**src/verilog/eic_map.svh**
```systemverilog
// Register offsets, field positions, reset values and counts of the external interrupt block.
`ifndef EIC_MAP_SVH
`define EIC_MAP_SVH

// Register indices; the bus byte address is four times the index.
`define EIC_GATE_IDX 12'h0f77
`define EIC_CTL1_IDX 12'h0fd8
`define EIC_CTL2_IDX 12'h0fd9
`define EIC_LATCH_IDX 12'h0f78

// Bus geometry.
`define EIC_ADDR_W 14
`define EIC_DATA_W 32

// Field positions inside the control registers.
`define EIC_LVL_BIT 4
`define EIC_ES_LSB 2
`define EIC_NC_LSB 0

// Reset values.
`define EIC_GATE_RST 6'h00
`define EIC_CTL_RST 4'h0

// Filter and divider counts.
`define EIC_FILT_SAMPLES 3
`define EIC_FS_DIV_LAST 2'h3
`define EIC_DIV1_LAST 4'h0
`define EIC_DIV4_LAST 4'h3
`define EIC_DIV8_LAST 4'h7
`define EIC_DIV16_LAST 4'hf

`endif

```
**src/verilog/eic_pkg.sv**
```systemverilog
// Types shared by the external interrupt block.
package eic_pkg;

  typedef enum logic [1:0] {
    EIC_ES_RISE = 2'h0,
    EIC_ES_FALL = 2'h1,
    EIC_ES_BOTH = 2'h2,
    EIC_ES_RSVD = 2'h3
  } eic_edge_t;

  typedef enum logic [1:0] {
    EIC_NC_DIV1 = 2'h0,
    EIC_NC_DIV4 = 2'h1,
    EIC_NC_DIV8 = 2'h2,
    EIC_NC_DIV16 = 2'h3
  } eic_interval_t;

  typedef struct packed {
    eic_edge_t edge_select;
    eic_interval_t filter_interval;
  } eic_ctl_t;

  typedef struct packed {
    logic [3:0] div_cnt;
    logic [2:0] samples;
    logic filt;
    logic req;
  } eic_chan_state_t;

  typedef struct packed {
    logic [1:0] pin_meta;
    logic [1:0] pin_sync;
    logic [1:0] fs_cnt;
    logic fs4_tick;
    logic [5:0] gate;
    eic_ctl_t ctl1;
    eic_ctl_t ctl2;
    logic [1:0] lvl;
    logic [1:0] latch;
    logic waitreq;
    logic [31:0] rdata;
  } eic_top_state_t;

endpackage : eic_pkg

```
**src/verilog/eic_chan.sv**
```systemverilog
// One external interrupt input: sampling divider, noise filter and edge detector.
`include "eic_map.svh"

module eic_chan (
  // Clock and reset
  input wire logic core_clk_in,
  input wire logic resetn_in,
  // Control
  input wire logic gate_en_in,
  input wire logic low_speed_in,
  input wire eic_pkg::eic_ctl_t ctl_in,
  // Timing enables
  input wire logic gear_tick_in,
  input wire logic fs4_tick_in,
  // Synchronised pin level
  input wire logic pin_in,
  // Results
  output logic filt_out,
  output logic req_out
);

  eic_pkg::eic_chan_state_t q, d;
  logic [3:0] last;
  logic tick;
  logic sample;
  logic [2:0] shifted;

  always_comb begin
    d = q;
    d.req = 1'b0;
    tick = low_speed_in ? fs4_tick_in : gear_tick_in;
    if (low_speed_in) begin
      last = `EIC_DIV1_LAST;
    end else begin
      case (ctl_in.filter_interval)
        eic_pkg::EIC_NC_DIV1: last = `EIC_DIV1_LAST;
        eic_pkg::EIC_NC_DIV4: last = `EIC_DIV4_LAST;
        eic_pkg::EIC_NC_DIV8: last = `EIC_DIV8_LAST;
        eic_pkg::EIC_NC_DIV16: last = `EIC_DIV16_LAST;
        default: last = `EIC_DIV1_LAST;
      endcase
    end
    // A gated input holds its divider, samples and filtered level, as if its clock had stopped, and raises no request.
    sample = gate_en_in && tick && (q.div_cnt >= last);
    shifted = {q.samples[1:0], pin_in};
    if (gate_en_in && tick) begin
      d.div_cnt = sample ? 4'h0 : 4'(q.div_cnt + 4'h1);
    end
    if (sample) begin
      d.samples = shifted;
      if (shifted == 3'h7) begin
        d.filt = 1'b1;
      end else if (shifted == 3'h0) begin
        d.filt = 1'b0;
      end
    end
    // Only the filtered level feeds the edge detector.
    if (d.filt != q.filt) begin
      case (ctl_in.edge_select)
        eic_pkg::EIC_ES_RISE: d.req = d.filt;
        eic_pkg::EIC_ES_FALL: d.req = !d.filt;
        eic_pkg::EIC_ES_BOTH: d.req = 1'b1;
        default: d.req = 1'b0;
      endcase
    end
  end

  always_ff @(posedge core_clk_in or negedge resetn_in) begin
    if (!resetn_in) begin
      q <= '0;
    end else begin
      q <= d;
    end
  end

  assign filt_out = q.filt;
  assign req_out = q.req;
endmodule : eic_chan

```
**src/verilog/eic_top.sv**
```systemverilog
// Avalon-MM register block with clock gating, control and latches for external interrupts.
//
// Our own choice: the Avalon-MM slave port.
`include "eic_map.svh"

module eic_top (
  // Clock and reset
  input wire logic core_clk_in,
  input wire logic resetn_in,
  // Avalon-MM slave
  input wire logic [`EIC_ADDR_W-1:0] avs_address_in,
  input wire logic avs_read_in,
  input wire logic avs_write_in,
  input wire logic [`EIC_DATA_W-1:0] avs_writedata_in,
  input wire logic [3:0] avs_byteenable_in,
  output logic [`EIC_DATA_W-1:0] avs_readdata_out,
  output logic avs_waitrequest_out,
  // Operating mode and timing enables from the clock generator
  input wire logic low_speed_in,
  input wire logic gear_tick_in,
  input wire logic low_freq_tick_in,
  // External interrupt pins 1 and 2
  input wire logic [1:0] ext_pin_in,
  // Interrupt acceptance from the CPU
  input wire logic [1:0] irq_accept_in,
  // Interrupt latches and clock-gate enables
  output logic [1:0] irq_latch_out,
  output logic [5:0] input_clock_gate_enable_out
);

  eic_pkg::eic_top_state_t q, d;
  logic [1:0] filt;
  logic [1:0] req;
  logic [11:0] index;
  logic aligned;
  logic write_done;
  logic lane0;
  logic [7:0] ctl1_view;
  logic [7:0] ctl2_view;

  // The control bits drive both channels directly from their registers.
  eic_chan u_chan1 (
    .core_clk_in(core_clk_in),
    .resetn_in(resetn_in),
    .gate_en_in(q.gate[1]),
    .low_speed_in(low_speed_in),
    .ctl_in(q.ctl1),
    .gear_tick_in(gear_tick_in),
    .fs4_tick_in(q.fs4_tick),
    .pin_in(q.pin_sync[0]),
    .filt_out(filt[0]),
    .req_out(req[0])
  );

  eic_chan u_chan2 (
    .core_clk_in(core_clk_in),
    .resetn_in(resetn_in),
    .gate_en_in(q.gate[2]),
    .low_speed_in(low_speed_in),
    .ctl_in(q.ctl2),
    .gear_tick_in(gear_tick_in),
    .fs4_tick_in(q.fs4_tick),
    .pin_in(q.pin_sync[1]),
    .filt_out(filt[1]),
    .req_out(req[1])
  );

  always_comb begin
    d = q;
    index = avs_address_in[`EIC_ADDR_W-1:2];
    aligned = (avs_address_in[1:0] == 2'h0);
    lane0 = avs_byteenable_in[0];
    ctl1_view = {3'h0, q.lvl[0], q.ctl1};
    ctl2_view = {3'h0, q.lvl[1], q.ctl2};

    // Pins cross into the core clock through two flip-flops.
    d.pin_meta = ext_pin_in;
    d.pin_sync = q.pin_meta;

    // Quarter of the low-frequency clock for the slow modes.
    d.fs4_tick = 1'b0;
    if (low_freq_tick_in) begin
      d.fs_cnt = 2'(q.fs_cnt + 2'h1);
      d.fs4_tick = (q.fs_cnt == `EIC_FS_DIV_LAST);
    end

    // The slave holds waitrequest high, drops it for one cycle once the
    // request is seen, and completes on the edge where it is low.
    write_done = 1'b0;
    if (q.waitreq) begin
      if (avs_read_in || avs_write_in) begin
        d.waitreq = 1'b0;
        d.rdata = 32'h0000_0000;
        if (avs_read_in && aligned) begin
          case (index)
            `EIC_GATE_IDX: d.rdata = {26'h00_0000, q.gate};
            `EIC_CTL1_IDX: d.rdata = {24'h00_0000, ctl1_view};
            `EIC_CTL2_IDX: d.rdata = {24'h00_0000, ctl2_view};
            `EIC_LATCH_IDX: d.rdata = {30'h000_0000, q.latch};
            default: d.rdata = 32'h0000_0000;
          endcase
        end
      end
    end else begin
      d.waitreq = 1'b1;
      write_done = avs_write_in && aligned && lane0;
    end

    if (write_done) begin
      case (index)
        `EIC_GATE_IDX: d.gate = avs_writedata_in[5:0];
        `EIC_CTL1_IDX: begin
          if (q.gate[1]) begin
            d.ctl1 = avs_writedata_in[3:0];
          end
        end
        `EIC_CTL2_IDX: begin
          if (q.gate[2]) begin
            d.ctl2 = avs_writedata_in[3:0];
          end
        end
        `EIC_LATCH_IDX: d.latch = q.latch & ~avs_writedata_in[1:0];
        default: d.latch = d.latch;
      endcase
    end

    // Acceptance clears a latch; a request in the same cycle wins.
    d.latch = d.latch & ~irq_accept_in;
    for (int i = 0; i < 2; i++) begin
      if (req[i]) begin
        d.latch[i] = 1'b1;
        d.lvl[i] = filt[i];
      end
    end
  end

  always_ff @(posedge core_clk_in or negedge resetn_in) begin
    if (!resetn_in) begin
      q <= '0;
      q.waitreq <= 1'b1;
      q.gate <= `EIC_GATE_RST;
      q.ctl1 <= `EIC_CTL_RST;
      q.ctl2 <= `EIC_CTL_RST;
    end else begin
      q <= d;
    end
  end

  assign avs_readdata_out = q.rdata;
  assign avs_waitrequest_out = q.waitreq;
  assign irq_latch_out = q.latch;
  assign input_clock_gate_enable_out = q.gate;
endmodule : eic_top
```
**config.mk**
```make
export PLATFORM = sky130hd
export DESIGN_NAME = eic_top
export DESIGN_NICKNAME = d
export VERILOG_FILES = /design/src/verilog/eic_pkg.sv /design/src/verilog/eic_chan.sv /design/src/verilog/eic_top.sv
export VERILOG_INCLUDE_DIRS = /design/src /design/src/verilog
export SDC_FILE = /design/constraint.sdc
export NUM_CORES = 1
export LEC_CHECK = 0
export ABC_AREA = 1
export ABC_CLOCK_PERIOD_IN_PS = 1550
export BUFFER_PORTS_ARGS = -buffer_cell sky130_fd_sc_hd__buf_2
export CAP_MARGIN = 10
export CORE_UTILIZATION = 45
export CTS_CLUSTER_SIZE = 12
export DETAILED_ROUTE_END_ITERATION = 10
export PLACE_DENSITY = 0.76
export SETUP_SLACK_MARGIN = 0.15
export SLEW_MARGIN = 20
export SYNTH_ARGS = -nofsm -noshare
export SYNTH_HDL_FRONTEND = slang
export SYNTH_HIERARCHICAL = 1
export SYNTH_SLANG_ARGS = --single-unit
```
**constraint.sdc**
```tcl
create_clock -name core_clk_in -period 1.55 [get_ports core_clk_in]
set_input_delay 0.2325 -clock core_clk_in [delete_from_list [all_inputs] [get_ports core_clk_in]]
set_output_delay 0.2325 -clock core_clk_in [all_outputs]
set_load 0.02 [all_outputs]
```
; After elaboration in Yosys (flattened, before gate mapping)
; Index checks and enable logic that the tools add are counted.
[totals]
reg_bits = 74
inputBits = 61
out_inout_bits = 41
elab_cells = 98
[op_classes]
add_sub_neg = 3
n_lt_le_gt_ge = 2
n_eq_ne = 19
muxes = 27
bitwise = 4
n_reduce_logical = 21
[ops]
columns = cell, count
row1 = "12-bit == test, second input constant", 4
row2 = 33-bit two-way mux, 1
row3 = 32-bit two-way mux, 1
row4 = 4-bit one-hot mux with 4 select lines, 2
row5 = 6-bit one-hot mux with 4 select lines, 1
row6 = 4-bit two-way mux, 4
row7 = "2-bit == test, second input constant", 7
row8 = 1-bit two-way mux, 14
row9 = 2-bit zero test, 5
row10 = "4-bit by 1-bit adder with 4-bit output, second input constant", 2
row11 = "2-bit by 1-bit == test with 1-bit output, second input constant", 4
row12 = 4-bit greater-or-equal comparator, 2
row13 = 1-bit logical AND, 7
row14 = "3-bit == test, second input constant", 2
row15 = 3-bit zero test, 2
row16 = 1-bit one-hot mux with 3 select lines, 2
row17 = 3-bit AND reduction, 2
row18 = 2-bit bitwise AND, 2
row19 = 2-bit two-way mux, 2
row20 = 2-bit inverter, 2
row21 = 2-bit AND reduction, 2
row22 = "2-bit by 1-bit adder with 2-bit output, second input constant", 1
row23 = 1-bit zero test, 2
row24 = 1-bit != test, 2
row25 = 1-bit logical OR, 1

; Longest topological paths before layout
[depth]
depth_word = 9
depth_mapped = 15

; Hierarchy
; The synthesis kept the hierarchy.
[modules_own_cells]
columns = module, instances, cells_each, area_per_inst_um2
row1 = eic_top, 1, 221, 1893.1
row2 = eic_chan (u_chan2), 1, 71, 560.5
row3 = eic_chan (u_chan1), 1, 69, 554.3

; Least setup slack after synthesis
; Ideal clock, no wire load.
[synth_path]
kind = register -> register
start = reg q, in the netlist ctl1_view[0]
end = reg u_chan1.q, in the netlist u_chan1/req_out
t_arrival_ps = 1548
required_time_ps = 1436
setup_slack_ps = -111
path_stages_with_launch = 13
period_less_slack_ps = 1661
path_cell_list = dfrtp_1 > o21ai_0 > ha_1 > nand2_1 > nand2_1 > nand2_1 > nand3_1 > nand2_2 > nand2_1 > nand3_1 > nand2_1 > nand2_1 > nor2_1
[synth_lines]
columns = element, line
row1 = from (decl), eic_top.sv:31  ; eic_pkg::eic_top_state_t q, d;
row2 = to (signal assigned), eic_chan.sv:70  ; q <= '0;
row3 = to (signal assigned), eic_chan.sv:72  ; q <= d;
row4 = to (decl), eic_chan.sv:22  ; eic_pkg::eic_chan_state_t q, d;

==> metrics.txt <==
outcome finished with violations; failing checks setup timing; Compound-Gate Fraction of Synth Area 6.489%; clk slew on worst S/H paths 90 ps; synth top area cells dfrtp_1, buf_4, nand2_1; crit path DAT 1960 ps; core area 6386 um^2; Final Cycle Share 110.3%; Multi-input gate area 1500 um^2; first-pass GRT wire length 9908 um; ANT nets after route 0; placed insts 486; hold crit path type input port to flip-flop; Storage cell area 1202 um^2; initial antenna violation count 0; sequential fraction of the synthesis area 39.98%; simple-gate share of the synthesized area 29.03%; Layout Nets 492; CP Buf/Inv Count 2; gr usage total 17.55%; Cell Rows 29; DR vias/cell 4.835; largest net degree at the start of global routing 49; Hold Vio Cnt, Final 0; max-capacitance violation count 0; Total Routed Length 5885 um; distinct cell type count of the synthesized netlist 33; Ports 102; WL met3 286 um; synthesized area 3008 um^2; clk_lat worst skew 310 ps; Critical Path Fanout Max 5; RSZ-0062 raised after global routing yes; RePlAce Congestion 0.8007; Max Root-Sink Buffers 2; critical path startpoint category flip-flop; cell area after layout 3535 um^2; Post-Syn Instances 361; Final WS setup -159.9 ps; Synth Flop Type dfrtp_1; CP most frequent cell inv_1; top cell type's share of synthesized area 39.10%; vias in the first global route 2,293; layout overhead on the synthesized area 17.51%; Worst setup EP type flip-flop; CTS sink count 48; n_diodes 0; P per Cell Area 682.4 nW/um^2; syn avg cell area 8.332 um^2; uppermost layer routed met4; final std cells w/o fill 498; Slew HR 62.08%; number of synthesized flops with an enable pin 0; Worst VDD drop 0.5232 mV; # fillers 590; gr ovfl total 0; Design Power 2.412 mW; P_leak 1.943 nW; layout cells sized above 1 32.07%; Ys Warns 6; Port Buffers 46; largest family of logic cells by synthesized area simple AND/OR/NAND/NOR gates; post-DP HPWL 4468 um; FFs w/ async S/R, synth 100.0%; Remaining DRCs 0; Initial Util 47.10%; met2 wire length 2933 um; clk_skew 11.22 ps; Synth Area in Adders 4.576%; crit path cell chain o21ai_2 -> inv_1 -> ha_1 -> nand4_1 -> nand3_2 -> nand3_4 -> or2_0 -> nand2_1 -> inv_1 -> nor2_2; XOR/XNOR share of the synthesized area 1.456%; dpl cell area 3284 um^2; min Tclk post-route 1710 ps; Setup CP Type flip-flop to flip-flop; drt wl/cell 11.82 um; fmax 584.8 MHz; CTS tree done; Worst Max-Slew Pin Slew 565.1 ps; multiplexer area fraction after synthesis 1.123%; Yosys reg bits 48; Synth area leader dfrtp_1; worst endpoint required time 1800 ps; via count of the routed design 2,408; slowest stage cell, crit path dfrtp_1; drt first pass iters 4; initial DRC count 159; root buffer cell clkbuf_8; Vert. Die Dim 83.76 um; H-tree depth 2; Die Width 83.76 um; Largest stage delay, worst path 420 ps; Die ar. 7015 um^2; final setup vio count 15; Top Family by Delay on Critical Path simple AND/OR/NAND/NOR gates; max-slew violations 0; fin util 55.35%; Met1 Wirelength 2596 um; clock buffer count from CTS 5
==> power breakdown <==
| group | switching [mW] | total [mW] | internal [mW] |
|---|---|---|---|
| clock | 0.428 | 0.791 | 0.363 |
| sequential | 0.0330 | 1.33 | 1.30 |
| combinational | 0.193 | 0.291 | 0.0987 |
| total | 0.653 | 2.41 | 1.76 |
==> per-layer routing <==
metal / vias to the layer above / GRT usage, %
met3: 6 / 3.858
met5: - / 0
li1: 1217 / -
met4: 0 / 5.701
met2: 60 / 30.82
met1: 1125 / 21.30
==> state kept, by name (all words and copies together), names as in the netlist, 2 cells and up <==
signal,count
avs_readdata_out,6
input_clock_gate_enable_out,6
u_chan1/q,6
u_chan2/q,6
ctl1_view,5
ctl2_view,5
q,5
d,2
irq_latch_out,2
==> path summary, 6_finish.rpt <==
path | startpoint | endpoint | slack (ps) | cells after the start
setup / recovery | ctl1_view[0]$_DFFE_PN0P_ | u_chan1/req_out$_DFF_PN0_ | -160 | 10
hold / removal | ext_pin_in[0] | d[54]$_DFF_PN0_ | 20 | 1
setup reg to reg | ctl1_view[0]$_DFFE_PN0P_ | u_chan1/req_out$_DFF_PN0_ | -160 | 10
hold reg to reg | d[55]$_DFF_PN0_ | q[55]$_DFF_PN0_ | 350 | 0
max in group asynchronous | resetn_in | avs_waitrequest_out$_DFF_PN1_ | 840 | 3
min in group asynchronous | resetn_in | u_chan1/q[5]$_DFFE_PN0P_ | 420 | 3
==> cell type report <==
type	instances	share of cell area [%]
Clock buffer	7	2.442
Clock inverter	1	0.2124
Inverter	49	5.274
Multi-Input combinational cell	245	42.44
Sequential cell	48	34.02
Tap cell	77	2.726
Timing Repair Buffer	71	12.88
==> cell usage after synthesis (3+ instances only) <==
library cell and instances:
nor2_4 4, o21ai_2 8, inv_1 42, inv_2 4
mux2_2 3, buf_4 42, nor2_1 12, nand3_1 27
nand4_1 23, o21ai_0 6, o21ai_1 14, nor2_2 5
ha_1 11, xor2_1 5, nand2_1 83, nor3_1 3
dfrtp_1 47
==> layout by cell type, fill, tap and decap left out, types with 2 or more instances in the layout <==
master	synthesis	routed
nand2_1	83	79
dfrtp_1	47	47
buf_2	1	46
inv_1	42	42
conb_1	1	26
nand4_1	23	23
nand3_1	27	19
buf_4	42	17
o21ai_1	14	14
o21ai_2	8	11
nand3_2	1	9
ha_1	11	9
nor2_1	12	7
nor2_4	4	7
nor2_2	5	7
clkbuf_8	0	6
buf_6	1	6
xor2_1	5	5
nand2_2	2	5
inv_2	4	4
nor3_1	3	3
mux2_2	3	3
o21ai_0	6	3
o21bai_1	2	2
nand3b_4	2	2
clkinv_1	2	2
a21oi_1	2	2
nor2_8	2	2
ha_4	0	2
nand2_4	1	2
==> worst register-to-register path, delay by kind of cell, from the launching register on <==
kind            cells  cell delay (ps)
simple gates        6              690
fa+ha+maj           1              270
buf+inv             2              100
flops               1              420
compound gates      1              180
==> timing repair <==
| action | CTS | global route |
|---|---|---|
| gates resized for setup | 17 | 12 |
| endpoints found under the setup margin | 16 | 16 |
| setup buffers | 3 | 0 |
| endpoints found under the hold margin | 47 | 0 |
| hold buffers | 1 | 0 |
| pin swaps | 16 | 5 |
==> logic make-up (layout without fill, tap and decap cells) <==
kind of cell | Yosys count | after routing
fa+ha+maj | 11 | 11
other cells | 1 | 26
buf+inv | 93 | 128
compound gates | 32 | 32
flops | 48 | 48
simple gates | 168 | 168
mux | 3 | 3
xor+xnor | 5 | 5
==> through the flow <==
stage	TNS (ps)	worst slack (ps)	hold slack, ps
3_5_place_dp	-1257	-182.7	240.6
4_1_cts	-1061	-157.7	14.93
6_report	-860.9	-159.9	19.00
2_1_floorplan	-16.95	-15.85	-63.09
5_1_grt	-2599	-297.3	8.724
3_3_place_gp	-395.1	-93.95	234.2
No activity file was read; power rests on OpenSTA's default activity.
